<file path="src/shared/ctp_consts.vh">
// constants of the complementary three-phase pwm block
// assumes a 32-bit apb slave with byte addresses on word boundaries
// Operation
// [RQ1] requests on compare match and second-counter underflow
// [RQ2] software reads either counter any time
// [RQ3] software writes load a counter
// [RQ4] external trigger input disables pwm outputs
// [RQ5] toggle output inverts every half period
// [RQ6] three phases routed to fixed output pairs
// [RQ7] separate levels for normal and counter phases
// [RQ8] software picks buffer-to-compare transfer timing
// [RQ9] timer events offered to event link unit
// [RQ10] external clock counts only when enabled
// [RQ11] option bit picks system clock or oscillator
// [RQ12] up to period match, down to wrap
// [RQ13] dead time is first counter start value
// [RQ14] software starts by setting both run bits
// [RQ15] stopped with stop select: initial levels out
// [RQ16] trip holds outputs off until software re-enables
// [RQ17] never both outputs of a pair active
`ifndef CTP_CONSTS_VH
`define CTP_CONSTS_VH

// register byte offsets
`define CTP_REG_START 8'h00
`define CTP_REG_FCR 8'h04
`define CTP_REG_STAT 8'h08
`define CTP_REG_TRIP 8'h0c
`define CTP_REG_CNT0 8'h10
`define CTP_REG_CNT1 8'h14
`define CTP_REG_PER 8'h18
`define CTP_REG_CB0 8'h1c
`define CTP_REG_CA1 8'h20
`define CTP_REG_CB1 8'h24

// start_reg fields
`define CTP_START_RUN0 0
`define CTP_START_RUN1 1
`define CTP_START_STOPSEL 2

// function_control_reg fields
`define CTP_FCR_NLVL 0
`define CTP_FCR_CLVL 1
`define CTP_FCR_EXTCLK 2
`define CTP_FCR_CKS_LSB 4
`define CTP_FCR_CKS_MSB 6
`define CTP_FCR_BUF_LSB 8
`define CTP_FCR_BUF_MSB 9

// count source codes
`define CTP_CKS_HS 3'h0
`define CTP_CKS_DIV1 3'h1
`define CTP_CKS_DIV2 3'h2
`define CTP_CKS_DIV4 3'h3
`define CTP_CKS_DIV8 3'h4
`define CTP_CKS_DIV32 3'h5

// buffer transfer timing codes
`define CTP_BUF_NONE 2'h0
`define CTP_BUF_CREST 2'h1
`define CTP_BUF_TROUGH 2'h2
`define CTP_BUF_BOTH 2'h3

// status flag positions, also event vector positions except the direction bit
`define CTP_EV_PER 0
`define CTP_EV_B0 1
`define CTP_EV_A1 2
`define CTP_EV_B1 3
`define CTP_EV_UDF 4
`define CTP_STAT_DOWN 5

// trip register fields
`define CTP_TRIP_EN 0
`define CTP_TRIP_HIT 1

// reset values
`define CTP_RST_FCR 10'h000
`define CTP_RST_CMP 16'hffff
`define CTP_RST_CNT 16'h0000
`define CTP_CNT_WRAP 16'hffff

// option byte holding the high-speed source select bit
`define CTP_OPT_BYTE_ADDR 20'h000c2

`endif

</file>
<file path="src/core/ctp_phase.v">
// one complementary output pair with dead time and stop/trip handling
// assumes counters move together with the first ahead by the dead time
`timescale 1ns/1ps
`default_nettype none
module ctp_phase #(
    parameter W = 16
) (
    input wire clk_in,
    input wire rst_n_in,
    input wire [W-1:0] cnt0_in,
    input wire [W-1:0] cnt1_in,
    input wire [W-1:0] cmp_in,
    input wire run_in,
    input wire stop_sel_in,
    input wire tripped_in,
    input wire nlvl_in,
    input wire clvl_in,
    output reg nor_out,
    output reg cnt_out
);
    wire nor_act;
    wire cnt_act;
    wire overlap;

    // second counter wrapped at the trough must not look like a high count
    assign nor_act = (cnt1_in > cmp_in) & ~(&cnt1_in);
    // first counter leads by the dead time, so the gap comes for free
    assign cnt_act = (cnt0_in <= cmp_in); // RQ13
    assign overlap = nor_act & cnt_act;

    // initial level is the select bit, active level its inverse
    always @(posedge clk_in)
    begin
        if (!rst_n_in)
        begin
            nor_out <= 1'b0;
            cnt_out <= 1'b0;
        end
        else if (tripped_in) // RQ16
        begin
            nor_out <= nlvl_in; // RQ4
            cnt_out <= clvl_in;
        end
        else if (!run_in)
        begin
            if (stop_sel_in)
            begin
                nor_out <= nlvl_in; // RQ15
                cnt_out <= clvl_in; // RQ15
            end
        end
        else
        begin
            // overlap check is a last guard against odd software values
            nor_out <= (nor_act & ~overlap) ? ~nlvl_in : nlvl_in; // RQ17
            cnt_out <= (cnt_act & ~overlap) ? ~clvl_in : clvl_in; // RQ7
        end
    end
endmodule // ctp_phase
`default_nettype wire

</file>
<file path="src/core/ctp_top.v">
// complementary three-phase pwm timer with apb register access
// assumes inputs synchronous to CORE_CLK_IN; oscillator arrives as an enable pulse
`include "ctp_consts.vh"
`timescale 1ns/1ps
`default_nettype none
module ctp_top #(
    parameter W = 16
) (
    input wire CORE_CLK_IN,
    input wire RST_N_IN,
    input wire PSEL_IN,
    input wire PENABLE_IN,
    input wire PWRITE_IN,
    input wire [7:0] PADDR_IN,
    input wire [31:0] PWDATA_IN,
    output reg [31:0] PRDATA_OUT,
    output reg PREADY_OUT,
    output reg PSLVERR_OUT,
    input wire HS_SOURCE_SELECT_IN,
    input wire HOCO_TICK_IN,
    input wire EXT_CLK_IN,
    input wire TRIP_IN,
    output reg [4:0] EVT_OUT,
    output reg HALF_PERIOD_TOGGLE_OUT,
    output wire PHASE1_NORMAL_OUT,
    output wire PHASE1_COUNTER_OUT,
    output wire PHASE2_NORMAL_OUT,
    output wire PHASE2_COUNTER_OUT,
    output wire PHASE3_NORMAL_OUT,
    output wire PHASE3_COUNTER_OUT
);
    reg [2:0] start_q;
    reg [9:0] fcr_q;
    reg [4:0] stat_q;
    reg trip_en_q;
    reg tripped_q;
    reg hs_sel_q;
    reg strap_done_q;
    reg down_q;
    reg [W-1:0] cnt0_q;
    reg [W-1:0] cnt1_q;
    reg [W-1:0] per_q;
    reg [W-1:0] cb0_q;
    reg [W-1:0] ca1_q;
    reg [W-1:0] cb1_q;
    reg [W-1:0] bb0_q;
    reg [W-1:0] ba1_q;
    reg [W-1:0] bb1_q;
    reg [4:0] div_q;
    reg ext_q;
    reg ext_prev_q;
    reg tick;
    reg [31:0] rdata;
    reg hit;
    wire acc;
    wire wr;
    wire run;
    wire [2:0] cks;
    wire [1:0] buf_mode;
    wire crest;
    wire trough;
    wire [4:0] ev;
    wire xfer;

    assign acc = PSEL_IN & PENABLE_IN & PREADY_OUT;
    assign wr = acc & PWRITE_IN;
    assign run = start_q[`CTP_START_RUN0] & start_q[`CTP_START_RUN1]; // RQ14
    assign cks = fcr_q[`CTP_FCR_CKS_MSB:`CTP_FCR_CKS_LSB];
    assign buf_mode = fcr_q[`CTP_FCR_BUF_MSB:`CTP_FCR_BUF_LSB];

    // high-speed source bit caught once after reset release, like an option byte
    always @(posedge CORE_CLK_IN)
    begin
        if (!RST_N_IN)
        begin
            hs_sel_q <= 1'b0;
            strap_done_q <= 1'b0;
        end
        else if (!strap_done_q)
        begin
            hs_sel_q <= HS_SOURCE_SELECT_IN; // RQ11
            strap_done_q <= 1'b1;
        end
    end

    // prescaler and external pin sampling
    always @(posedge CORE_CLK_IN)
    begin
        if (!RST_N_IN)
        begin
            div_q <= 5'h00;
            ext_q <= 1'b0;
            ext_prev_q <= 1'b0;
        end
        else
        begin
            div_q <= div_q + 5'h01;
            ext_q <= EXT_CLK_IN;
            ext_prev_q <= ext_q;
        end
    end

    // count enable; external pin overrides only when its enable bit is set
    always @*
    begin
        tick = 1'b0;
        if (fcr_q[`CTP_FCR_EXTCLK])
            tick = ext_q & ~ext_prev_q; // RQ10
        else
        begin
            case (cks)
                `CTP_CKS_HS: tick = hs_sel_q ? HOCO_TICK_IN : 1'b1; // RQ11
                `CTP_CKS_DIV1: tick = 1'b1;
                `CTP_CKS_DIV2: tick = (div_q[0] == 1'b1);
                `CTP_CKS_DIV4: tick = (div_q[1:0] == 2'h3);
                `CTP_CKS_DIV8: tick = (div_q[2:0] == 3'h7);
                `CTP_CKS_DIV32: tick = (div_q == 5'h1f);
                default: tick = 1'b1;
            endcase
        end
    end

    // crest at the period match going up, trough at the wrap going down
    assign crest = run & tick & ~down_q & (cnt0_q == per_q);
    assign trough = run & tick & down_q & (cnt1_q == `CTP_RST_CNT);
    assign ev[`CTP_EV_PER] = crest; // RQ1
    assign ev[`CTP_EV_B0] = run & tick & (cnt0_q == cb0_q); // RQ1
    assign ev[`CTP_EV_A1] = run & tick & (cnt1_q == ca1_q); // RQ1
    assign ev[`CTP_EV_B1] = run & tick & (cnt1_q == cb1_q); // RQ1
    assign ev[`CTP_EV_UDF] = trough; // RQ1

    // buffered compares move in at the chosen turning point
    assign xfer = (buf_mode == `CTP_BUF_CREST & crest) |
        (buf_mode == `CTP_BUF_TROUGH & trough) |
        (buf_mode == `CTP_BUF_BOTH & (crest | trough)); // RQ8

    // up/down counters; a software write wins over counting
    always @(posedge CORE_CLK_IN)
    begin
        if (!RST_N_IN)
        begin
            cnt0_q <= `CTP_RST_CNT;
            cnt1_q <= `CTP_RST_CNT;
            down_q <= 1'b0;
        end
        else
        begin
            if (wr && PADDR_IN == `CTP_REG_CNT0)
                cnt0_q <= PWDATA_IN[W-1:0]; // RQ3
            else if (run && tick)
                cnt0_q <= down_q ? cnt0_q - 1'b1 : cnt0_q + 1'b1; // RQ12
            if (wr && PADDR_IN == `CTP_REG_CNT1)
                cnt1_q <= PWDATA_IN[W-1:0]; // RQ3
            else if (run && tick)
                cnt1_q <= down_q ? cnt1_q - 1'b1 : cnt1_q + 1'b1; // RQ12
            if (crest)
                down_q <= 1'b1; // RQ12
            else if (trough)
                down_q <= 1'b0; // RQ12
        end
    end

    // event pulses for the event link unit and half-period toggle
    always @(posedge CORE_CLK_IN)
    begin
        if (!RST_N_IN)
        begin
            EVT_OUT <= 5'h00;
            HALF_PERIOD_TOGGLE_OUT <= 1'b0;
        end
        else
        begin
            EVT_OUT <= ev; // RQ9
            if (tripped_q || (!run && start_q[`CTP_START_STOPSEL]))
                HALF_PERIOD_TOGGLE_OUT <= fcr_q[`CTP_FCR_NLVL]; // RQ15
            else if (crest || trough)
                HALF_PERIOD_TOGGLE_OUT <= ~HALF_PERIOD_TOGGLE_OUT; // RQ5
        end
    end

    // trip latch: stays set until software clears it, new trip wins
    always @(posedge CORE_CLK_IN)
    begin
        if (!RST_N_IN)
            tripped_q <= 1'b0;
        else if (trip_en_q && TRIP_IN)
            tripped_q <= 1'b1; // RQ4
        else if (wr && PADDR_IN == `CTP_REG_TRIP && PWDATA_IN[`CTP_TRIP_HIT])
            tripped_q <= 1'b0; // RQ16
    end

    // software registers; status flags clear by writing one, set wins
    always @(posedge CORE_CLK_IN)
    begin
        if (!RST_N_IN)
        begin
            start_q <= 3'h0;
            fcr_q <= `CTP_RST_FCR;
            stat_q <= 5'h00;
            trip_en_q <= 1'b0;
            per_q <= `CTP_RST_CMP;
            cb0_q <= `CTP_RST_CMP;
            ca1_q <= `CTP_RST_CMP;
            cb1_q <= `CTP_RST_CMP;
            bb0_q <= `CTP_RST_CMP;
            ba1_q <= `CTP_RST_CMP;
            bb1_q <= `CTP_RST_CMP;
        end
        else
        begin
            if (wr && PADDR_IN == `CTP_REG_STAT)
                stat_q <= (stat_q & ~PWDATA_IN[4:0]) | ev; // RQ1
            else
                stat_q <= stat_q | ev; // RQ1
            if (wr)
            begin
                case (PADDR_IN)
                    `CTP_REG_START: start_q <= PWDATA_IN[2:0];
                    `CTP_REG_FCR: fcr_q <= PWDATA_IN[9:0];
                    `CTP_REG_TRIP: trip_en_q <= PWDATA_IN[`CTP_TRIP_EN];
                    `CTP_REG_PER: per_q <= PWDATA_IN[W-1:0];
                    `CTP_REG_CB0: bb0_q <= PWDATA_IN[W-1:0];
                    `CTP_REG_CA1: ba1_q <= PWDATA_IN[W-1:0];
                    `CTP_REG_CB1: bb1_q <= PWDATA_IN[W-1:0];
                    default: start_q <= start_q;
                endcase
            end
            // without buffering the written value goes live one cycle after the write
            if (buf_mode == `CTP_BUF_NONE || xfer)
            begin
                cb0_q <= bb0_q; // RQ8
                ca1_q <= ba1_q;
                cb1_q <= bb1_q;
            end
        end
    end

    // read mux; unmapped addresses answer zero with an error
    always @*
    begin
        rdata = 32'h0000_0000;
        hit = 1'b1;
        case (PADDR_IN)
            `CTP_REG_START: rdata[2:0] = start_q;
            `CTP_REG_FCR: rdata[9:0] = fcr_q;
            `CTP_REG_STAT: rdata[5:0] = {down_q, stat_q};
            `CTP_REG_TRIP: rdata[1:0] = {tripped_q, trip_en_q};
            `CTP_REG_CNT0: rdata[W-1:0] = cnt0_q; // RQ2
            `CTP_REG_CNT1: rdata[W-1:0] = cnt1_q; // RQ2
            `CTP_REG_PER: rdata[W-1:0] = per_q;
            `CTP_REG_CB0: rdata[W-1:0] = bb0_q;
            `CTP_REG_CA1: rdata[W-1:0] = ba1_q;
            `CTP_REG_CB1: rdata[W-1:0] = bb1_q;
            default: hit = 1'b0;
        endcase
    end

    // one wait state keeps the read data a clean flop output
    always @(posedge CORE_CLK_IN)
    begin
        if (!RST_N_IN)
        begin
            PREADY_OUT <= 1'b0;
            PRDATA_OUT <= 32'h0000_0000;
            PSLVERR_OUT <= 1'b0;
        end
        else
        begin
            PREADY_OUT <= PSEL_IN & PENABLE_IN & ~PREADY_OUT;
            if (PSEL_IN && PENABLE_IN && !PREADY_OUT)
            begin
                PRDATA_OUT <= PWRITE_IN ? 32'h0000_0000 : rdata;
                PSLVERR_OUT <= ~hit;
            end
            else
                PSLVERR_OUT <= 1'b0;
        end
    end

    // phase 1 on channel 0 b/d, phase 2 on channel 1 a/c, phase 3 on b/d
    ctp_phase #(.W(W)) u_ph1 (
        .clk_in(CORE_CLK_IN),
        .rst_n_in(RST_N_IN),
        .cnt0_in(cnt0_q),
        .cnt1_in(cnt1_q),
        .cmp_in(cb0_q),
        .run_in(run),
        .stop_sel_in(start_q[`CTP_START_STOPSEL]),
        .tripped_in(tripped_q),
        .nlvl_in(fcr_q[`CTP_FCR_NLVL]),
        .clvl_in(fcr_q[`CTP_FCR_CLVL]),
        .nor_out(PHASE1_NORMAL_OUT), // RQ6
        .cnt_out(PHASE1_COUNTER_OUT)
    );
    ctp_phase #(.W(W)) u_ph2 (
        .clk_in(CORE_CLK_IN),
        .rst_n_in(RST_N_IN),
        .cnt0_in(cnt0_q),
        .cnt1_in(cnt1_q),
        .cmp_in(ca1_q),
        .run_in(run),
        .stop_sel_in(start_q[`CTP_START_STOPSEL]),
        .tripped_in(tripped_q),
        .nlvl_in(fcr_q[`CTP_FCR_NLVL]),
        .clvl_in(fcr_q[`CTP_FCR_CLVL]),
        .nor_out(PHASE2_NORMAL_OUT), // RQ6
        .cnt_out(PHASE2_COUNTER_OUT)
    );
    ctp_phase #(.W(W)) u_ph3 (
        .clk_in(CORE_CLK_IN),
        .rst_n_in(RST_N_IN),
        .cnt0_in(cnt0_q),
        .cnt1_in(cnt1_q),
        .cmp_in(cb1_q),
        .run_in(run),
        .stop_sel_in(start_q[`CTP_START_STOPSEL]),
        .tripped_in(tripped_q),
        .nlvl_in(fcr_q[`CTP_FCR_NLVL]),
        .clvl_in(fcr_q[`CTP_FCR_CLVL]),
        .nor_out(PHASE3_NORMAL_OUT), // RQ6
        .cnt_out(PHASE3_COUNTER_OUT)
    );
endmodule // ctp_top
`default_nettype wire

</file>
<file path="config.mk">
export PLATFORM = sky130hd
export DESIGN_NAME = ctp_top
export DESIGN_NICKNAME = d
export VERILOG_FILES = /design/src/core/ctp_phase.v /design/src/core/ctp_top.v
export VERILOG_INCLUDE_DIRS = /design/src /design/src/shared
export SDC_FILE = /design/constraint.sdc
export NUM_CORES = 1
export LEC_CHECK = 0
export ABC_AREA = 1
export BUFFER_PORTS_ARGS = -buffer_cell sky130_fd_sc_hd__buf_2
export CAP_MARGIN = 15
export CELL_PAD_IN_SITES_DETAIL_PLACEMENT = 0
export CELL_PAD_IN_SITES_GLOBAL_PLACEMENT = 1
export CORE_MARGIN = 2
export CORE_UTILIZATION = 44
export CTS_CLUSTER_DIAMETER = 150
export DETAILED_ROUTE_END_ITERATION = 8
export GPL_TIMING_DRIVEN = 1
export PLACE_DENSITY = 0.88
export SLEW_MARGIN = 10
export SYNTH_ARGS = -nofsm -noshare
export SYNTH_HDL_FRONTEND = slang
export SYNTH_HIERARCHICAL = 1
export SYNTH_SLANG_ARGS = --single-unit
</file>
<file path="constraint.sdc">
create_clock -name CORE_CLK_IN -period 3.3 [get_ports CORE_CLK_IN]
set_clock_uncertainty 0.05 [all_clocks]
set_input_delay 0.165 -clock CORE_CLK_IN [delete_from_list [all_inputs] [get_ports CORE_CLK_IN]]
set_output_delay 0.165 -clock CORE_CLK_IN [all_outputs]
set_load 0.005 [all_outputs]
</file>
==> metrics, run 1 <==
crit path capture type=flop; count of final max-slew check failures=0; clock tree root driver cell=clkbuf_16; Max transition margin=0.303; clk sinks=204; flop and latch count out of synthesis=~200; WP data arrival=2.96 ns; Via-to-Cell Ratio=approximately 5.6; area grow syn2layout=12.1%; CTS Buffer Depth=3; cell mode on critical path=nand2_1; # rows=65; Syn Inst Count=2132; CTS Buf Count=24; maximum VDD drop=0.000293 V; CP peak stage delay=around 0.46 ns; area share of the largest cell type after synthesis=0.288; Buf/Inv on CP=2; R2R setup slack=0.69 ns; period utilisation layout=0.792; Mapped Area=roughly 14000 sq um; Comb power frac=0.035; vias post-DR=14700; Worst Hold Class=input port to flop; largest cells by area after synthesis=dfxtp_1 29%, nand2_1 15%, ha_1 11%; Util after Layout=0.503; First DRT Iteration DRCs=~1300; CP startpoint kind=flop; total core area=between 30000 and 40000 sq um; Leakage=roughly 0.0087 uW; P_sw=roughly 1300 uW; DR pass1 iterations=6; largest net degree at the start of global routing=approximately 110; Clock Pin Slew Worst Setup and Hold Paths=around 0.06 ns; number of library cell types mapped by synthesis=between 50 and 60; Fin. Hold Viols=0; Worst path slowest cell=nand3_2; insertion delay to the later sink of the worst-skew pair=about 0.54 ns; Routed Wire Length=a little over 50000 microns; first-pass GRT wire length=around 79000 microns; Worst-Margin Slew=1.05 ns; routability cong.=0.966; Synth area leader=dfxtp_1; vias in the first global route=between 10000 and 15000; number of port buffers=between 60 and 70; Initial Utilization=0.449; min Tclk post-route=between 2 and 3 ns; Fmax=roughly 0.38 GHz; post_cts resized=0; Layout fillers=3181; part of the power in registers=0.456; Routed WL per cell=around 20 microns; outcome=finished clean; CTS tree=built; maximum fanout along the worst path=25; Synth warnings=6; die height=184 microns; ANT cells=0; DRC viols=0; Detail Route Antenna Nets=0; io pins=95; Sum Neg Setup Slack=0 ns; critical path type=flop to flop; layout cells sized above 1=0.101; sequential share of the synthesized area=0.288; Syn Area/Cell=roughly 6.7 sq um; Cell Pwr Density=~340 nW/um^2; HPWL after DPL=around 40000 microns; Pint=between 4000 and 5000 uW; clock group share of total power=0.508; CP Cell Sequence=ha_1, nand2_1, nor2_1, ha_1, nand2_1, nand2_1, inv_1, nor2_1, nor2_1, nor2_4, nand4_2, nand3_2, buf_12, nand2_1, nand3_1; Hold Slack=roughly 0.029 ns; delay-heaviest family, CP=simple AND/OR/NAND/NOR gates; RSZ-0062 raised after global routing=false; die width=around 180 microns; final setup vio count=0; total die area=around 34000 sq um; H-Tree Depth=1; Max-Cap Viols=0; initial antenna violation count=0; Post-layout nets=about 2400; WP data required=3.64 ns; GRT Total Usage=0.305; total grt overflow=0; switch share=0.234
## what timing repair did
item / in CTS / in global routing
hold buffers: 19 / 0
hold endpoints to repair: 52 / 0
setup buffers: 0 / 0
endpoints found under the setup margin: 0 / 0
## routing by layer
metal | GRT usage | routed length [microns]
met2 | 0.484 | 22600
met1 | 0.421 | 23100
met4 | 0.115 | 1990
met3 | 0.0361 | 3840
met5 | 0.0207 | 100
## tightest hold or removal path, cell delays in order
cell,delay (ns)
buf_2,0.22
nand2_1,0.11
nand3_1,0.07
## power by group through the flow
| stage | clock, uW | combinational (uW) | sequential (uW) |
|---|---|---|---|
| detailed placement | 0 | 168 | 2530 |
| floorplan | 0 | 97.2 | 2530 |
| global route | 2890 | 203 | 2470 |
| finish | 2760 | 192 | 2470 |
| global placement | 0 | 166 | 2530 |
| CTS | 2770 | 186 | 2470 |
## Yosys cell counts (all sizes together)
library cell  number
a21boi             1
a21o               7
a21oi            162
a31oi              8
and2               2
and3               2
buf               49
clkbuf            34
clkinv             3
conb               1
dfxtp            204
fa                 2
ha               127
inv              272
mux2i              1
nand2            569
nand3            132
nand3b             9
nand4             81
nor2             200
nor3              16
nor3b              3
nor4               3
o2111ai            1
o211ai            35
o21a               3
o21ai            109
o21bai             5
o22ai             43
or2                5
xnor2             22
xor2              21
## layout make-up
cell class / count / area (sq um) / share of cell area
clock buffers: 33 / 694 / 0.0436
multi-input cells: 1585 / 8700 / 0.547
repair buffers: 115 / 783 / 0.0492
well taps: 402 / 503 / 0.0316
clock inverters: 10 / 120 / 0.00754
inverters: 275 / 1030 / 0.0650
flip-flops and latches: 204 / 4080 / 0.256
## cell families after synthesis
kind of cell | Yosys count | share of synthesized area
simple gates | 1022 | 0.319
compound gates | 374 | 0.147
buf+inv | 358 | 0.104
flops | 204 | 0.288
fa+ha+maj | 129 | 0.115
xor+xnor | 43 | 0.0265
other cells | 1 | 0.000264
mux | 1 | 0.000705
## layout by cell type, fill, tap and decap left out, types with 7 or more instances in the layout
cell           count
nand3_1          123
a21oi_1          158
nor2_1           174
o211ai_1          35
conb_1            16
inv_1            248
buf_4             33
xor2_1            21
nor2_2            19
ha_1             127
nand2_1          553
a31oi_1            8
a21o_1             7
clkbuf_16         24
dfxtp_1          204
dlygate4sd3_1     19
o21ai_0          102
nand2_2           15
nand3_2            8
nor3_1            14
buf_2             61
xnor2_1           22
nand3b_1           9
inv_2             23
nand4_1           79
o22ai_1           42
## worst paths after layout
| check | from | to | cells past startpoint |
|---|---|---|---|
| worst max-delay path | div_q[0] | ca1_q[13] | 15 |
| worst min register to register | strap_done_q | hs_sel_q | 1 |
| worst min-delay path | PWDATA_IN[2] | ba1_q[2] | 3 |
| worst max register to register | div_q[0] | ca1_q[13] | 15 |
## metrics by stage
| step | setup slack, ns | cell area (sq um) | power, uW | std cells |
|---|---|---|---|---|
| floorplan | 0.701 | 14300 | 2630 | 2147 |
| CTS | 0.698 | 15900 | 5430 | 2624 |
| global route | 0.485 | 15900 | 5560 | 2624 |
| finish | 0.686 | 15900 | 5420 | 2624 |
| detailed placement | 0.711 | 14900 | 2700 | 2562 |
| global placement | 0.715 | 14900 | 2690 | 2562 |
(Power assumes the default switching activity.)
==> run 2: changes to the inputs <==
clock period = 2.7 ns   (was 3.3 ns; I/O delays follow)
==> run 2 against run 1 <==
  * First-iteration DRC count decreased by 4.9%
  * Maximum frequency up 9.1%
  * Combinational power increased by 23%
  * Critical endpoint is now ca1_q[14]
  * Power rose by 28%
  * Sequential cell count is the same
  * Register-to-register slack lost 0.38 ns
  * Largest cell class unchanged
  * Global-route usage is 0.40 points lower
  * Die area stayed put
  * Routed wire length fell by 1.1%
  * Worst hold slack lost 0.0032 ns
  * Worst setup slack got worse by 0.38 ns
  * Via count decreased by 0.71%
==> metrics, run 2 (synthesis results as in run 1) <==
critical path type=flop to flop; CP startpoint kind=flop; largest net degree at the start of global routing=83 (-27%); crit path capture type=flop; RSZ-0062 raised after global routing=false; final setup vio count=0 (unchanged); die height=184 microns (unchanged); postcts setup bufs=0 (unchanged); clk sinks=204 (unchanged); Worst-Margin Slew=1.08 ns (+0.0351 ns); Worst Hold Class=input port to flop; CTS Buf Count=25 (+4.2%); first-pass GRT wire length=77700 microns (-2.1%); Tot Pwr=6930 uW (+28%); Via-to-Cell Ratio=5.55 (-1.2%); ANT cells=0 (unchanged); clock tree root driver cell=clkbuf_16; Routed Wire Length=51200 microns (-1.1%); Initial Utilization=0.449 (unchanged); insertion delay to the later sink of the worst-skew pair=0.55 ns (about the same); count of final max-slew check failures=0 (unchanged); WP data arrival=2.75 ns (-0.21 ns); Fin. Hold Viols=0 (unchanged); maximum VDD drop=0.000448 V (+53%); Layout fillers=3156 (-0.79%); total grt overflow=0 (unchanged); # rows=65 (unchanged); Leakage=0.00883 uW (+1.2%); GRT Total Usage=0.301 (-0.00397); CTS Buffer Depth=3 (unchanged); io pins=95 (unchanged); vias in the first global route=13500 (-1.7%); initial antenna violation count=0 (unchanged); Cell Pwr Density=430 nW/um^2 (+26%); routability cong.=0.986 (+2.1%); most common cell after layout, fill and taps aside=nand2_1; Max transition margin=0.280 (-0.0234); vias post-DR=14600 (-0.71%); Clock Pin Slew Worst Setup and Hold Paths=0.06 ns (about the same); outcome=finished clean; total core area=31600 sq um (unchanged); WP data required=3.05 ns (-0.59 ns); Util after Layout=0.509 (+0.00558); Detail Route Antenna Nets=0 (unchanged); area grow syn2layout=13.4%; H-Tree Depth=1 (unchanged); DR pass1 iterations=5 (-1); Design Area, Final=16100 sq um (+1.1%); Sum Neg Setup Slack=0 ns (unchanged); number of port buffers=62 (unchanged); CTS tree=built; Fmax=0.418 GHz (+9.1%); maximum fanout along the worst path=48 (+92%); First DRT Iteration DRCs=1264 (-4.9%); die width=184 microns (unchanged); Max-Cap Viols=0 (unchanged); Post-layout nets=2395 (+0.50%); commonest non-fill, non-tap cells in the layout=553 x nand2_1, 248 x inv_1, 204 x dfxtp_1; DRC viols=0 (unchanged); HPWL after DPL=39200 microns (+0.75%); min Tclk post-route=2.39 ns (-0.219 ns); period utilisation layout=0.887 (+0.0949); total die area=33700 sq um (unchanged); Post-DP Area=15000 sq um (+0.50%); Routed WL per cell=19.4 microns (-1.6%); layout cells sized above 1=0.107 (+0.00608)
run 2: cell count changes in the layout (fill, tap and decap cells not counted), sizes merged:
cell | before | now
clkbuf | 33 | 32
dlygate4sd3 | 19 | 20
inv | 272 | 274
clkinv | 9 | 11
clkinvlp | 2 | 0
buf | 96 | 106
bufinv | 2 | 4
run 2: worst paths after layout:
path | start | to | slack, ns | depth (start not counted)
worst min-delay path | PWRITE_IN | PRDATA_OUT[12] | 0.03 | 5
worst max-delay path | div_q[0] | ca1_q[14] | 0.31 | 14
worst min register to register | strap_done_q | hs_sel_q | 0.38 | 1
worst max register to register | div_q[0] | ca1_q[14] | 0.31 | 14
run 2: metal layers:
metal	share of wire	up-vias	routed length [microns]	track usage
met3	0.086	132	4390	0.0471
met1	0.43	6716	21800	0.405
met4	0.050	0	2560	0.134
met2	0.44	593	22400	0.475
met5	0	-	0	0
li1	-	7190	-	-
run 2: per-stage QoR:
stage	hold slack (ns)	setup WS, ns	std cells
2_1_floorplan	0.113	0.101	2147
3_3_place_gp	0.272	0.326	2572
3_5_place_dp	0.269	0.283	2572
4_1_cts	0.0159	0.261	2638
5_1_grt	0.0419	0.0733	2638
6_report	0.0256	0.305	2638
run 2: critical path, stage by stage, from the launching register on:
cell	delay (ns)
dfxtp_1	0.37
ha_1	0.21
nand2_1	0.06
nor2_1	0.08
ha_1	0.14
nand2_1	0.05
nand2_1	0.08
inv_1	0.05
nor2_1	0.09
nor2_1	0.07
nor2_4	0.22
nand4_2	0.17
buf_4	0.33
nand4_1	0.15
nand3_1	0.08
run 2: repair_timing:
item                       4_1_cts  5_1_grt
hold endpoints to repair        63        0
setup endpoints to repair        0        1
hold buffers                    20        0
resized for setup                0        1
run 2: power breakdown:
| group | total [uW] | switching [uW] | internal [uW] |
|---|---|---|---|
| logic | 236 | 170 | 66.0 |
| clock network | 3670 | 1420 | 2250 |
| registers | 3020 | 5.20 | 3020 |
| total | 6930 | 1590 | 5340 |
run 2: area by class of cell:
class	instances	area, sq um	area share
timing repair buffer	126	868	0.0539
clock buffer	32	712	0.0442
inverter	275	1030	0.0643
tap	402	503	0.0312
clock inverter	14	189	0.0117
multi-input combinational	1585	8710	0.541
sequential	204	4080	0.254
